## config.mk

```make
export PLATFORM = sky130hd
export DESIGN_NAME = sis_top
export DESIGN_NICKNAME = d
export VERILOG_FILES = /design/src/hw/sis_pkg.sv /design/src/hw/sis_top.sv
export SDC_FILE = /design/constraint.sdc
export NUM_CORES = 1
export LEC_CHECK = 0
export ABC_CLOCK_PERIOD_IN_PS = 3850
export BUFFER_PORTS_ARGS = -buffer_cell sky130_fd_sc_hd__buf_2
export CAP_MARGIN = 5
export CORE_ASPECT_RATIO = 1.4
export CORE_MARGIN = 2
export CORE_UTILIZATION = 50
export CTS_CLUSTER_DIAMETER = 60
export DETAILED_ROUTE_END_ITERATION = 16
export PLACE_DENSITY_LB_ADDON = 0.05
export SKIP_CTS_REPAIR_TIMING = 1
export SLEW_MARGIN = 20
export SYNTH_ARGS = -nofsm -noshare
export SYNTH_HDL_FRONTEND = slang
export SYNTH_SLANG_ARGS = --single-unit
```

## constraint.sdc

```tcl
create_clock -name mclk -period 3.85 [get_ports mclk]
set_clock_uncertainty 0.1 [all_clocks]
set_input_delay 0.77 -clock mclk [delete_from_list [all_inputs] [get_ports mclk]]
set_output_delay 0.77 -clock mclk [all_outputs]
set_load 0.1 [all_outputs]
```

## src/hw/sis_pkg.sv

```systemverilog
// package: register map, field layout and mode codes of the status/interrupt block
package sis_pkg;
  // register offsets on the serial register port
  localparam logic [7:0] SIS_ADDR_FIFO_STATUS = 8'h00;
  localparam logic [7:0] SIS_ADDR_XYZ_FIRST   = 8'h01;
  localparam logic [7:0] SIS_ADDR_XYZ_LAST    = 8'h06;
  localparam logic [7:0] SIS_ADDR_TRIG_SEL    = 8'h0a;
  localparam logic [7:0] SIS_ADDR_SYS_MODE    = 8'h0b;
  localparam logic [7:0] SIS_ADDR_INT_SRC     = 8'h0c;
  localparam logic [7:0] SIS_ADDR_IDENTITY    = 8'h0d;
  localparam logic [7:0] SIS_ADDR_ORIENT_STS  = 8'h10;
  localparam logic [7:0] SIS_ADDR_FALL_SRC    = 8'h16;
  localparam logic [7:0] SIS_ADDR_TRANSIENT_SOURCE_REGISTER   = 8'h1e;
  localparam logic [7:0] SIS_ADDR_TAP_SRC     = 8'h22;
  // trigger select field positions
  localparam int SIS_TRIGGER_ON_TRANSIENT = 5;
  localparam int SIS_TRIG_ORIENT = 4;
  localparam int SIS_TRIG_TAP = 3;
  localparam int SIS_TRIG_FALL = 2;
  localparam logic [7:0] SIS_TRIG_MASK  = 8'h3c;
  localparam logic [7:0] SIS_TRIG_RESET = 8'h00;
  // interrupt source field positions
  localparam int SIS_AUTOSLEEP_EVENT_FLAG  = 7;
  localparam int SIS_FIFO_EVENT_FLAG  = 6;
  localparam int SIS_TRANSIENT_EVENT_FLAG = 5;
  localparam int SIS_SRC_ORIENT = 4;
  localparam int SIS_SRC_TAP   = 3;
  localparam int SIS_SRC_FALL  = 2;
  localparam int SIS_NEW_SAMPLE_EVENT_FLAG  = 0;
  // system mode register layout
  localparam int SIS_GERR_BIT = 7;
  localparam int SIS_ELAPSED_W = 5;
  localparam logic [4:0] SIS_ELAPSED_RESET = 5'h00;
  localparam logic [7:0] SIS_FIFO_FULL = 8'h20;
  // system mode encodings
  typedef enum logic [1:0] {
    SIS_MODE_STANDBY = 2'h0,
    SIS_MODE_WAKE    = 2'h1,
    SIS_MODE_SLEEP   = 2'h2
  } sis_mode_t;
  // raw event levels from the detection functions
  typedef struct packed {
    logic fifo_overflow;
    logic transient_active;
    logic orientation_changed;
    logic tap_active;
    logic fall_motion_active;
    logic xyz_new_data;
    logic xyz_overwrite;
  } sis_events_t;
  // per-function interrupt enables
  typedef struct packed {
    logic aslp;
    logic fifo;
    logic transient;
    logic orientation;
    logic tap;
    logic fall_motion;
    logic drdy;
  } sis_enables_t;
endpackage

```

## src/hw/sis_top.sv

```systemverilog
// top: interrupt source, system mode, trigger select and identity registers
`timescale 1ns/1ps
module sis_top
  import sis_pkg::*;
#(
  parameter logic [7:0] PART_ID     = 8'h5c, // arbitrary neutral value
  parameter int         LIMIT_WIDTH = 8
) (
  input  wire logic                   mclk,
  input  wire logic                   rstn,
  input  wire logic                   clk_en,
  // register port from the serial front end (same clock domain)
  input  wire logic [7:0]             reg_addr,
  input  wire logic                   reg_wr,
  input  wire logic [7:0]             reg_wdata,
  input  wire logic                   reg_rd,
  input  wire logic                   reg_rd_done,
  output logic      [7:0]             reg_rdata,
  // device state
  input  wire logic                   sample_tick,
  input  wire logic                   active_req,
  input  wire logic                   sleep_en,
  input  wire logic [LIMIT_WIDTH-1:0] sleep_inactivity_limit,
  input  wire sis_enables_t           int_enable,
  input  wire sis_enables_t           wake_select,
  input  wire sis_events_t            events,
  input  wire logic [5:0]             fifo_sample_count,
  input  wire logic [5:0]             fifo_watermark_level,
  input  wire logic                   gate_error_detect,
  output logic [3:0]                  fifo_trigger_enable,
  output sis_mode_t                   system_mode,
  output logic [7:0]                  interrupt_source_flags
);

  // ==========================================================================
  // state
  // ==========================================================================
  logic [7:0]             fifo_trigger_select;
  sis_mode_t              mode;
  logic                   fifo_gate_error;
  logic [4:0]             gate_error_elapsed;
  logic [7:0]             src_flags;
  logic [6:0]             level_q;
  logic [LIMIT_WIDTH-1:0] idle_count;
  logic [7:0]             rd_addr_q;

  // ==========================================================================
  // event levels and edges
  // ==========================================================================
  // watermark 0 disables the watermark event
  wire wmrk_hit = (fifo_watermark_level != 6'h00) &&
                  (fifo_sample_count == fifo_watermark_level);
  wire lvl_fifo  = int_enable.fifo && (events.fifo_overflow || wmrk_hit);
  wire lvl_trans = int_enable.transient && events.transient_active;
  wire lvl_orient = int_enable.orientation && events.orientation_changed;
  wire lvl_tap   = int_enable.tap && events.tap_active;
  wire lvl_fall  = int_enable.fall_motion && events.fall_motion_active;
  wire lvl_drdy  = int_enable.drdy &&
                   (events.xyz_new_data || events.xyz_overwrite);
  wire [6:0] level_now = {1'b0, lvl_fifo, lvl_trans, lvl_orient, lvl_tap, lvl_fall,
                          lvl_drdy};
  wire [6:0] rise = level_now & ~level_q;

  // wake-capable events for the autosleep machine
  wire [6:0] wake_mask = {1'b0, wake_select.fifo, wake_select.transient,
                          wake_select.orientation, wake_select.tap,
                          wake_select.fall_motion, wake_select.drdy};
  wire any_wake_event = |(rise & wake_mask);
  wire any_event      = |rise[6:1];

  // ==========================================================================
  // autosleep mode machine
  // ==========================================================================
  wire idle_expired = sample_tick && (idle_count == sleep_inactivity_limit);
  sis_mode_t next_mode;
  logic      mode_evt;
  always_comb begin
    next_mode = mode;
    mode_evt  = 1'b0;
    case (mode)
      SIS_MODE_STANDBY: begin
        if (active_req) next_mode = SIS_MODE_WAKE;
      end
      SIS_MODE_WAKE: begin
        if (!active_req) next_mode = SIS_MODE_STANDBY;
        else if (sleep_en && !any_event && idle_expired) begin
          next_mode = SIS_MODE_SLEEP;
          mode_evt  = 1'b1;
        end
      end
      SIS_MODE_SLEEP: begin
        if (!active_req) next_mode = SIS_MODE_STANDBY;
        else if (any_wake_event || !sleep_en) begin
          next_mode = SIS_MODE_WAKE;
          mode_evt  = any_wake_event;
        end
      end
      default: next_mode = SIS_MODE_STANDBY;
    endcase
  end

  // mode register and inactivity counter; any enabled event except data ready restarts the idle window
  always_ff @(posedge mclk or negedge rstn) begin
    if (!rstn) begin
      mode       <= SIS_MODE_STANDBY;
      idle_count <= '0;
    end else if (clk_en) begin
      mode <= next_mode;
      if (mode != SIS_MODE_WAKE || any_event || idle_expired) idle_count <= '0;
      else if (sample_tick) idle_count <= idle_count + 1'b1;
    end
  end

  // ==========================================================================
  // register read path
  // ==========================================================================
  wire [7:0] sysmode_byte = {fifo_gate_error, gate_error_elapsed, mode};
  wire [7:0] read_mux =
    (reg_addr == SIS_ADDR_TRIG_SEL)  ? (fifo_trigger_select & SIS_TRIG_MASK) :
    (reg_addr == SIS_ADDR_SYS_MODE)  ? sysmode_byte :
    (reg_addr == SIS_ADDR_INT_SRC)   ? src_flags :
    (reg_addr == SIS_ADDR_IDENTITY)  ? PART_ID :
    8'h00;

  // address held from the read request until the byte is handed over
  always_ff @(posedge mclk or negedge rstn) begin
    if (!rstn) begin
      reg_rdata <= 8'h00;
      rd_addr_q <= 8'h00;
    end else if (clk_en && reg_rd) begin
      reg_rdata <= read_mux;
      rd_addr_q <= reg_addr;
    end
  end

  // ==========================================================================
  // read-to-clear decode (acts on rd_done only)
  // ==========================================================================
  wire in_xyz = (rd_addr_q >= SIS_ADDR_XYZ_FIRST) && (rd_addr_q <= SIS_ADDR_XYZ_LAST);
  wire clr_aslp  = reg_rd_done && (rd_addr_q == SIS_ADDR_SYS_MODE);
  wire clr_fifo  = reg_rd_done && (rd_addr_q == SIS_ADDR_FIFO_STATUS);
  wire clr_trans = reg_rd_done && (rd_addr_q == SIS_ADDR_TRANSIENT_SOURCE_REGISTER);
  wire clr_orient = reg_rd_done && (rd_addr_q == SIS_ADDR_ORIENT_STS);
  wire clr_tap   = reg_rd_done && (rd_addr_q == SIS_ADDR_TAP_SRC);
  wire clr_fall  = reg_rd_done && (rd_addr_q == SIS_ADDR_FALL_SRC);
  // 0x00 is not in the xyz range, so a status read leaves the flag alone
  wire clr_drdy  = reg_rd_done && in_xyz;

  wire [7:0] set_vec = {mode_evt, rise[5:1], 1'b0, rise[0]};
  wire [7:0] clr_vec = {clr_aslp, clr_fifo, clr_trans, clr_orient, clr_tap, clr_fall,
                        1'b0, clr_drdy};
  // set wins over clear so an edge in the clearing cycle is kept
  wire [7:0] next_src_flags = set_vec | (src_flags & ~clr_vec);

  // ==========================================================================
  // source flags and edge history
  // ==========================================================================
  always_ff @(posedge mclk or negedge rstn) begin
    if (!rstn) begin
      src_flags <= 8'h00;
      level_q   <= 7'h00;
    end else if (clk_en) begin
      src_flags <= next_src_flags;
      level_q   <= level_now;
    end
  end

  // ==========================================================================
  // trigger select register
  // ==========================================================================
  always_ff @(posedge mclk or negedge rstn) begin
    if (!rstn) fifo_trigger_select <= SIS_TRIG_RESET;
    else if (clk_en && reg_wr && reg_addr == SIS_ADDR_TRIG_SEL)
      fifo_trigger_select <= reg_wdata & SIS_TRIG_MASK;
  end

  // ==========================================================================
  // fifo gate error and elapsed counter
  // ==========================================================================
  wire fifo_empty = (fifo_sample_count == 6'h00);
  always_ff @(posedge mclk or negedge rstn) begin
    if (!rstn) begin
      fifo_gate_error    <= 1'b0;
      gate_error_elapsed <= SIS_ELAPSED_RESET;
    end else if (clk_en) begin
      if (gate_error_detect) fifo_gate_error <= 1'b1;
      else if (fifo_empty) fifo_gate_error <= 1'b0;
      // counter saturates at 31 rather than wrapping
      if (!fifo_gate_error) gate_error_elapsed <= SIS_ELAPSED_RESET;
      else if (sample_tick && gate_error_elapsed != 5'h1f)
        gate_error_elapsed <= gate_error_elapsed + 5'h01;
    end
  end

  // ==========================================================================
  // outputs
  // ==========================================================================
  assign fifo_trigger_enable = {fifo_trigger_select[SIS_TRIGGER_ON_TRANSIENT],
                                fifo_trigger_select[SIS_TRIG_ORIENT],
                                fifo_trigger_select[SIS_TRIG_TAP],
                                fifo_trigger_select[SIS_TRIG_FALL]};
  assign system_mode            = mode;
  assign interrupt_source_flags = src_flags;

endmodule

```

==> impl_metrics.json, run 1 <==
{
  "status": "finished clean",
  "nNetsFinal": 436,
  "start_util_pct": 52.2,
  "grt.total_usage_pct": 22.7,
  "cp_max_fo": 4,
  "cts_tree": "done",
  "p_per_area_nw_per_um2": 384,
  "synth_seq_area_share_pct": 45.2,
  "wl_per_cell_um": 14.9,
  "cts_root_buffer": "clkbuf_8",
  "worstPathRequired_ps": 3930,
  "drv_slew": 0,
  "n_fill_cell": 489,
  "fmaxAchievable_ghz": 0.410,
  "worst_hold_slack_ps": 367,
  "globalRouteOverflowTotal": 0,
  "finalSetupViolCount": 0,
  "coreArea_um2": 5200,
  "p_leak_nw": 1.56,
  "crit_path_end_kind": "register",
  "cts_inserted_buffers": 5,
  "num_io_pins": 89,
  "worst-slew-pin-transition_ps": 680,
  "antenna_found_initial": 0,
  "crit_arrival_ps": 2520,
  "area_growth_pct": 20.3,
  "synth_top_area_share_pct": 45.2,
  "start_kind": "primary input",
  "ir_drop_mv": 0.311,
  "drcViolationCount": 0,
  "port_buffers": 81,
  "antenna_cells": 0,
  "synth_area_leaders": "dfrtp_1 45%, mux2_2 5.4%, nand2_1 5.1%, a22o_1 3.5%, o21ai_0 3.5%",
  "relSlewSlack_pct": 54.5,
  "finalWirelength_um": 6400,
  "top_layer": "met4",
  "async_flop_share_pct": 100,
  "rows": 31,
  "fin_crit_sh_pct": 63.3,
  "die_h_um": 91.2,
  "fin_area_um2": 3270,
  "slowest_stage": "nor4_1",
  "cts.clk_slew.worst_paths_ps": 90,
  "vias": 2371,
  "insertion_delay_ps": 300,
  "finalCriticalPeriod_ps": 2440,
  "drt_iter0_markers": 96,
  "clock_path_buffers": 2,
  "dieArea_um2": 6040,
  "firstDrtPassIters": 4,
  "syn_nets": 355,
  "slowest_delay_ps": 370,
  "via_per_inst": 5.53,
  "ys_seq_elements": 49,
  "tns_ps": 0,
  "ant_nets": 0,
  "dp_hpwl_um": 4980,
  "crit_type": "in2reg",
  "grt_max_degree": 50,
  "syn_area_um2": 2720,
  "yosysTopAreaCell": "dfrtp_1",
  "syn_inst": 281,
  "clkSinkCount": 49,
  "final_util_pct": 62.9,
  "globalplace.congestion": 0.784,
  "hp-class": "reg2reg",
  "route.met3.wl_um": 310,
  "htree_levels": 2,
  "wl_met2_um": 3280,
  "drt-met1-wl_um": 2640,
  "rsz0062_at_grt": "no",
  "ff2ff_setup_slack_ps": 1660,
  "syn_area_per_cell_um2": 9.66,
  "synth-warning-count": 0,
  "hold_viol": 0,
  "synth_ff_type": "dfrtp_1",
  "synth.distinct_cells": 48,
  "synth_edf_count": 0,
  "place_area_um2": 3180,
  "path_cells": "buf_2 > nor4_1 > a211oi_2 > a21oi_1 > o2111ai_1 > a31oi_1 > mux2_1",
  "die_x_um": 66.3,
  "grt_pass1_wl_um": 10800,
  "first_global_vias": 2436,
  "cp_num_buf_inv": 1,
  "critPathTopFamily": "compound AO/OA/AOI/OAI gates",
  "max_cap_viol_count": 0,
  "layout-drive-gt1-share_pct": 29.5
}
worst register-to-register path, stage by stage, from the launching register on:
cell	delay (ps)
dfrtp_1	350
and3b_1	210
nor4_1	510
o311a_1	260
o21ai_1	170
o21ai_0	340
a22o_1	200
worst paths after layout:
| kind | from | to | depth (start not counted) |
|---|---|---|---|
| max in group asynchronous | rstn | interrupt_source_flags[2]$_DFFE_PN0P_ | 1 |
| max | fifo_watermark_level[0] | system_mode[0]$_DFFE_PN0P_ | 7 |
| min | reg_rdata[0]$_DFFE_PN0P_ | reg_rdata[0]$_DFFE_PN0P_ | 2 |
| min in group asynchronous | rstn | fifo_trigger_select[4]$_DFFE_PN0P_ | 1 |
| max reg2reg | level_q[3]$_DFFE_PN0P_ | idle_count[0]$_DFFE_PN0P_ | 6 |
| min reg2reg | reg_rdata[0]$_DFFE_PN0P_ | reg_rdata[0]$_DFFE_PN0P_ | 2 |
cell usage after synthesis (6+ instances only):
library cell and n:
nand2_1 37, inv_1 9, ha_1 7, o21ai_0 19, nand3_1 13, xor2_1 9
a22o_1 11, clkbuf_1 7, a22oi_1 7, nor3_1 7, and3_1 6, mux2_2 13
xnor2_1 8, nor2_1 20, dfrtp_1 49
logic make-up after synthesis:
logic type	count (synthesis)	share of synthesized area, %
mux	14	5.81
fa+ha+maj	7	3.23
other cells	1	0.138
flops	49	45.2
compound gates	60	15.5
xor+xnor	17	5.48
buf+inv	17	2.49
simple gates	116	22.2
cell type report:
type	instances	area, um2	share of cell area [%]
Sequential cell	49	1230	37.5
Multi-Input combinational cell	215	1420	43.5
Timing Repair Buffer	82	415	12.7
Clock buffer	6	72.6	2.22
Inverter	9	33.8	1.03
Tap cell	66	82.6	2.53
Clock inverter	2	15.0	0.460
stage by stage:
stage / setup slack, ps / std cells / power [mW]
after detailed placement: 1090 / 421 / 0.966
after CTS: 1410 / 429 / 1.27
after floorplan: 1280 / 281 / 0.856
after global placement: 1110 / 421 / 0.958
final: 1410 / 429 / 1.25
after global routing: 1190 / 429 / 1.33
routing by layer:
metal  vias to the layer above  track usage, %
li1                       1170               -
met1                      1122            27.4
met2                        70            39.8
met3                         9            4.09
met4                         0            7.82
met5                         -               0
registers in the layout, indices dropped and copies added, names as in the netlist:
register	flops
idle_count	8
rd_addr_q	8
fifo_trigger_select	4
level_q	6
gate_error_elapsed	5
interrupt_source_flags	7
system_mode	2
fifo_gate_error	1
reg_rdata	8
cell usage in the layout (no fill, tap or decap), types with 2 or more instances in the layout:
cell         n
a21oi_1      3
a22o_1      11
a22oi_1      7
and3_1       6
and3b_1      4
buf_2       80
buf_4        2
clkbuf_8     5
clkinvlp_4   2
dfrtp_1     49
ha_1         7
inv_1        9
mux2_2      13
nand2_1     37
nand2b_1     4
nand3_1     13
nand4_1      4
nor2_1      20
nor2b_1      4
nor3_1       7
nor3b_1      2
nor4_1       4
o21ai_0     19
o21ai_1      3
o2bb2ai_1    2
o31ai_1      3
o41ai_1      3
or4_1        2
xnor2_1      8
xor2_1       9
power by group:
group	switching (mW)	internal [mW]	leakage, nW	total, mW
Sequential	0.0621	0.564	0.616	0.626
Combinational	0.212	0.116	0.907	0.328
Clock	0.171	0.128	0.0374	0.300
Total	0.445	0.809	1.56	1.25
No activity file was read; power rests on OpenSTA's default activity.
==> inputs of run 2 (changes only) <==
--- a/config.mk
+++ b/config.mk
@@ -5,12 +5,12 @@
 export SDC_FILE = /design/constraint.sdc
 export NUM_CORES = 1
 export LEC_CHECK = 0
-export ABC_CLOCK_PERIOD_IN_PS = 3850
+export ABC_CLOCK_PERIOD_IN_PS = 2200
 export BUFFER_PORTS_ARGS = -buffer_cell sky130_fd_sc_hd__buf_2
 export CAP_MARGIN = 5
 export CORE_ASPECT_RATIO = 1.4
 export CORE_MARGIN = 2
-export CORE_UTILIZATION = 50
+export CORE_UTILIZATION = 46
 export CTS_CLUSTER_DIAMETER = 60
 export DETAILED_ROUTE_END_ITERATION = 16
 export PLACE_DENSITY_LB_ADDON = 0.05
==> constraint.sdc (replaced) <==
create_clock -name mclk -period 2.2 [get_ports mclk]
set_clock_uncertainty 0.1 [all_clocks]
set_input_delay 0.44 -clock mclk [delete_from_list [all_inputs] [get_ports mclk]]
set_output_delay 0.44 -clock mclk [all_outputs]
set_load 0.1 [all_outputs]
==> impl_metrics.json, run 2 (synthesis results as in run 1) <==
{
  "status": "finished with violations",
  "worst-slew-pin-transition_ps": 523,
  "finalSetupViolCount": 0,
  "worstPathRequired_ps": 2330,
  "antenna_found_initial": 0,
  "ir_drop_mv": 0.350,
  "hp-class": "in2async",
  "rsz0062_at_grt": "no",
  "num_io_pins": 89,
  "coreArea_um2": 5780,
  "layout_common_cells": "81 x buf_2, 47 x dfrtp_1, 37 x nand2_1",
  "tns_ps": 0,
  "finalCriticalPeriod_ps": 2120,
  "p_leak_nw": 1.64,
  "clock_path_buffers": 2,
  "cp_max_fo": 3,
  "slowest_delay_ps": 510,
  "globalRouteOverflowTotal": 0,
  "ant_nets": 0,
  "grt_max_degree": 20,
  "cts_inserted_buffers": 5,
  "violations": "negative hold slack",
  "port_buffers": 81,
  "final_common_cell": "buf_2",
  "firstDrtPassIters": 4,
  "cp_num_buf_inv": 0,
  "area_growth_pct": 25.6,
  "crit_type": "reg2reg",
  "start_kind": "register",
  "dieArea_um2": 6540,
  "max_cap_viol_count": 0,
  "vias": 2445,
  "top_regs": "idle_count (8), rd_addr_q (8), reg_rdata (8)",
  "drcViolationCount": 0,
  "place_area_um2": 3310,
  "drv_slew": 0,
  "first_global_vias": 2294,
  "cts.clk_slew.worst_paths_ps": 100,
  "finalWorstSetupSlack_ps": 75.7,
  "insertion_delay_ps": 310,
  "start_util_pct": 47.0,
  "finalWirelength_um": 6610,
  "wl_per_cell_um": 14.8,
  "dp_hpwl_um": 5150,
  "crit_arrival_ps": 2250,
  "globalplace.congestion": 0.785,
  "crit_path_end_kind": "register",
  "relSlewSlack_pct": 65.1,
  "drt_iter0_markers": 114,
  "layout-drive-gt1-share_pct": 33.3,
  "hold_viol": 8,
  "worst_hold_slack_ps": -15.3,
  "p_per_area_nw_per_um2": 662,
  "die_x_um": 68.9,
  "rows": 33,
  "critPathTopFamily": "simple AND/OR/NAND/NOR gates",
  "antenna_cells": 0,
  "path_cells": "and3b_1 > a32oi_1 > and4b_4 > a311o_1 > or4_1 > o21ai_1",
  "slowest_stage": "or4_1",
  "grt_pass1_wl_um": 10600,
  "grt.total_usage_pct": 21.8,
  "fmaxAchievable_ghz": 0.471,
  "die_h_um": 94.9,
  "fin_area_um2": 3410,
  "clkSinkCount": 49,
  "htree_levels": 2,
  "cts_root_buffer": "clkbuf_8",
  "via_per_inst": 5.46,
  "fin_crit_sh_pct": 96.6,
  "nNetsFinal": 451,
  "cts_tree": "done",
  "place_ws_ps": -97.3
}
[run 2: path summary, 6_finish.rpt]
check	startpoint	endpoint	slack, ps	cells after the start
setup / recovery	level_q[3]$_DFFE_PN0P_	system_mode[1]$_DFFE_PN0P_	80	6
hold / removal	rstn	reg_rdata[4]$_DFFE_PN0P_	-20	1
setup reg to reg	level_q[3]$_DFFE_PN0P_	system_mode[1]$_DFFE_PN0P_	80	6
hold reg to reg	reg_rdata[0]$_DFFE_PN0P_	reg_rdata[0]$_DFFE_PN0P_	370	2
max in group asynchronous	rstn	interrupt_source_flags[5]$_DFFE_PN0P_	1410	2
min in group mclk	gate_error_detect	fifo_gate_error$_DFFE_PN0P_	230	3
[run 2: layout make-up]
| class | instances | area (um2) |
|---|---|---|
| fillers | 540 | 2370 |
| multi-input cells | 215 | 1430 |
| flip-flops and latches | 49 | 1230 |
| repair buffers | 97 | 538 |
| well taps | 70 | 87.6 |
| clock buffers | 5 | 68.8 |
| inverters | 9 | 33.8 |
| clock inverters | 3 | 21.3 |
[run 2: where the power goes]
group	total (mW)	switching, mW	leakage (nW)	internal (mW)
clock network	0.546	0.320	0.0445	0.226
logic	0.612	0.384	0.983	0.228
registers	1.10	0.107	0.613	0.994
total	2.26	0.811	1.64	1.45
[run 2: stage by stage]
step | instances | total power [mW] | util [%]
2_1_floorplan | 281 | 1.51 | -
3_3_place_gp | 440 | 1.71 | 57.3
3_5_place_dp | 440 | 1.73 | 57.3
4_1_cts | 448 | 2.27 | 58.9
5_1_grt | 448 | 2.39 | 59.0
6_report | 448 | 2.26 | 59.0
[run 2: worst register-to-register path, stage by stage (launching register included)]
cell	delay, ps
dfrtp_1	380
and3b_1	290
a32oi_1	80
and4b_4	220
a311o_1	370
or4_1	510
o21ai_1	100
[run 2: metal layers]
metal | vias up | part of all wire (%) | global-route usage, % | wire length (um)
li1 | 1207 | - | - | -
met1 | 1146 | 43 | 27.6 | 2810
met2 | 82 | 49 | 36.6 | 3240
met3 | 10 | 5.7 | 3.22 | 379
met4 | 0 | 2.7 | 8.82 | 180
met5 | - | 0 | 0 | 0
==> inputs of run 3 (changes only) <==
--- a/config.mk
+++ b/config.mk
@@ -14,6 +14,7 @@
 export CTS_CLUSTER_DIAMETER = 60
 export DETAILED_ROUTE_END_ITERATION = 16
 export PLACE_DENSITY_LB_ADDON = 0.05
+export REMOVE_ABC_BUFFERS = 1
 export SKIP_CTS_REPAIR_TIMING = 1
 export SLEW_MARGIN = 20
 export SYNTH_ARGS = -nofsm -noshare
==> impl_metrics.json, run 3 (synthesis results as in run 1) <==
{
  "drt_iter0_markers": 146,
  "finalWorstSetupSlack_ps": 105,
  "crit_cells": 6,
  "wl_per_cell_um": 14.6,
  "hold_viol": 0,
  "cp_max_fo": 3,
  "p_int_mw": 1.60,
  "drcViolationCount": 0,
  "ir_drop_mv": 0.432,
  "final_common_cell": "buf_2",
  "total_power_mw": 2.40,
  "pwr-share-comb_pct": 26.8,
  "p_leak_nw": 1.69,
  "slowest_delay_ps": 500,
  "start_util_pct": 47.0,
  "crit_start": "level_q[4]$_DFFE_PN0P_",
  "port_buffers": 81,
  "holdCritStartpoint": "gate_error_detect",
  "nNetsFinal": 457,
  "vias": 2458,
  "reg2reg_to": "system_mode[1]$_DFFE_PN0P_",
  "sequentialPowerShare_pct": 45.1,
  "antenna_cells": 0,
  "cts.clk_slew.worst_paths_ps": 90,
  "reg2reg_depth": 6,
  "r2r_start": "level_q[4]$_DFFE_PN0P_",
  "globalplace.congestion": 0.795,
  "fmaxAchievable_ghz": 0.477,
  "layout_common_cells": "81 x buf_2, 49 x dfrtp_1, 37 x nand2_1",
  "p_clk_share_pct": 28.1,
  "htree_levels": 2,
  "worstPathRequired_ps": 2320,
  "grt.total_usage_pct": 22.1,
  "area_growth_pct": 28.7,
  "grt_max_degree": 26,
  "dieArea_um2": 6540,
  "layout-drive-gt1-share_pct": 34.4,
  "crit_path_end_kind": "register",
  "die_h_um": 94.9,
  "firstDrtPassIters": 4,
  "rsz0062_at_grt": "no",
  "cts_root_buffer": "clkbuf_8",
  "fin_area_um2": 3490,
  "crit_arrival_ps": 2220,
  "crit_type": "reg2reg",
  "rows": 33,
  "status": "finished clean",
  "cp-endpoint": "system_mode[1]$_DFFE_PN0P_",
  "dp_hpwl_um": 5270,
  "place_area_um2": 3340,
  "swShare_pct": 33.2,
  "cts_tree": "done",
  "hp-class": "in2reg",
  "first_global_vias": 2462,
  "insertion_delay_ps": 300,
  "via_per_inst": 5.41,
  "critPathTopFamily": "simple AND/OR/NAND/NOR gates",
  "coreArea_um2": 5780,
  "p_per_area_nw_per_um2": 686,
  "finalWirelength_um": 6630,
  "tns_ps": 0,
  "slowest_stage": "or4_1",
  "cts_inserted_buffers": 5,
  "n_fill_cell": 542,
  "start_kind": "register",
  "place_ws_ps": -109,
  "globalRouteOverflowTotal": 0,
  "die_x_um": 68.9,
  "clock_path_buffers": 2,
  "finalCriticalPeriod_ps": 2090,
  "top_regs": "idle_count (8), rd_addr_q (8), reg_rdata (8)",
  "clkSinkCount": 49,
  "grt_pass1_wl_um": 11000,
  "finalSetupViolCount": 0,
  "ant_nets": 0,
  "antenna_found_initial": 0,
  "drv_slew": 0,
  "ff2ff_setup_slack_ps": 110,
  "cp_num_buf_inv": 0,
  "path_cells": "and3b_2 > a22oi_1 > and4b_4 > a311o_1 > or4_1 > o21ai_1",
  "max_cap_viol_count": 0,
  "fin_crit_sh_pct": 95.2,
  "num_io_pins": 89,
  "switchingPower_mw": 0.796
}
==> run 3: changes by cell type in the layout (fill, tap and decap cells not counted), sizes merged <==
cell	before	now
inv	10	9
buf	97	102
clkinv	1	0
dlygate4sd3	0	1
bufinv	0	1
clkbuf	5	6
==> run 3: area by class of cell <==
cell class | count | area [um2] | area share (%)
clock buffers | 6 | 82.6 | 2.36
multi-input cells | 215 | 1440 | 41.2
repair buffers | 103 | 586 | 16.8
flip-flops and latches | 49 | 1230 | 35.1
inverters | 9 | 33.8 | 0.967
clock inverters | 2 | 37.5 | 1.07
well taps | 70 | 87.6 | 2.51
==> run 3: worst register-to-register path, stage by stage (launching register included) <==
cell	delay (ps)
dfrtp_1	380
and3b_2	280
a22oi_1	90
and4b_4	200
a311o_1	380
or4_1	500
o21ai_1	90
==> run 3: power groups by stage <==
| stage | sequential, mW | clock, mW | combinational, mW |
|---|---|---|---|
| 2_1_floorplan | 1.23 | 0 | 0.259 |
| 3_3_place_gp | 1.09 | 0 | 0.631 |
| 3_5_place_dp | 1.10 | 0 | 0.640 |
| 4_1_cts | 1.08 | 0.696 | 0.641 |
| 5_1_grt | 1.10 | 0.724 | 0.710 |
| 6_report | 1.08 | 0.673 | 0.643 |
==> run 3: worst min-delay path by stage <==
stage                     cells after the start                           to
after CTS                                     1     rd_addr_q[7]$_DFFE_PN0P_
after floorplan                               0  fifo_gate_error$_DFFE_PN0P_
after global placement                        1     rd_addr_q[6]$_DFFE_PN0P_
after detailed placement                      1     rd_addr_q[7]$_DFFE_PN0P_
final                                         3  fifo_gate_error$_DFFE_PN0P_
after global routing                          3  fifo_gate_error$_DFFE_PN0P_
==> run 3: per-stage QoR <==
step	hold slack, ps	util, %	std cells
2_1_floorplan	44.4	-	273
3_3_place_gp	228	57.9	445
3_5_place_dp	232	57.9	445
4_1_cts	-103	59.9	453
5_1_grt	247	60.4	454
6_report	244	60.4	454
==> run 3: layer usage <==
layer	track usage (%)	part of all wire (%)	up-vias
met5	0	0	-
met4	7.35	1.6	0
met3	3.46	4.0	8
met2	39.6	53	66
met1	26.3	42	1167
li1	-	-	1217
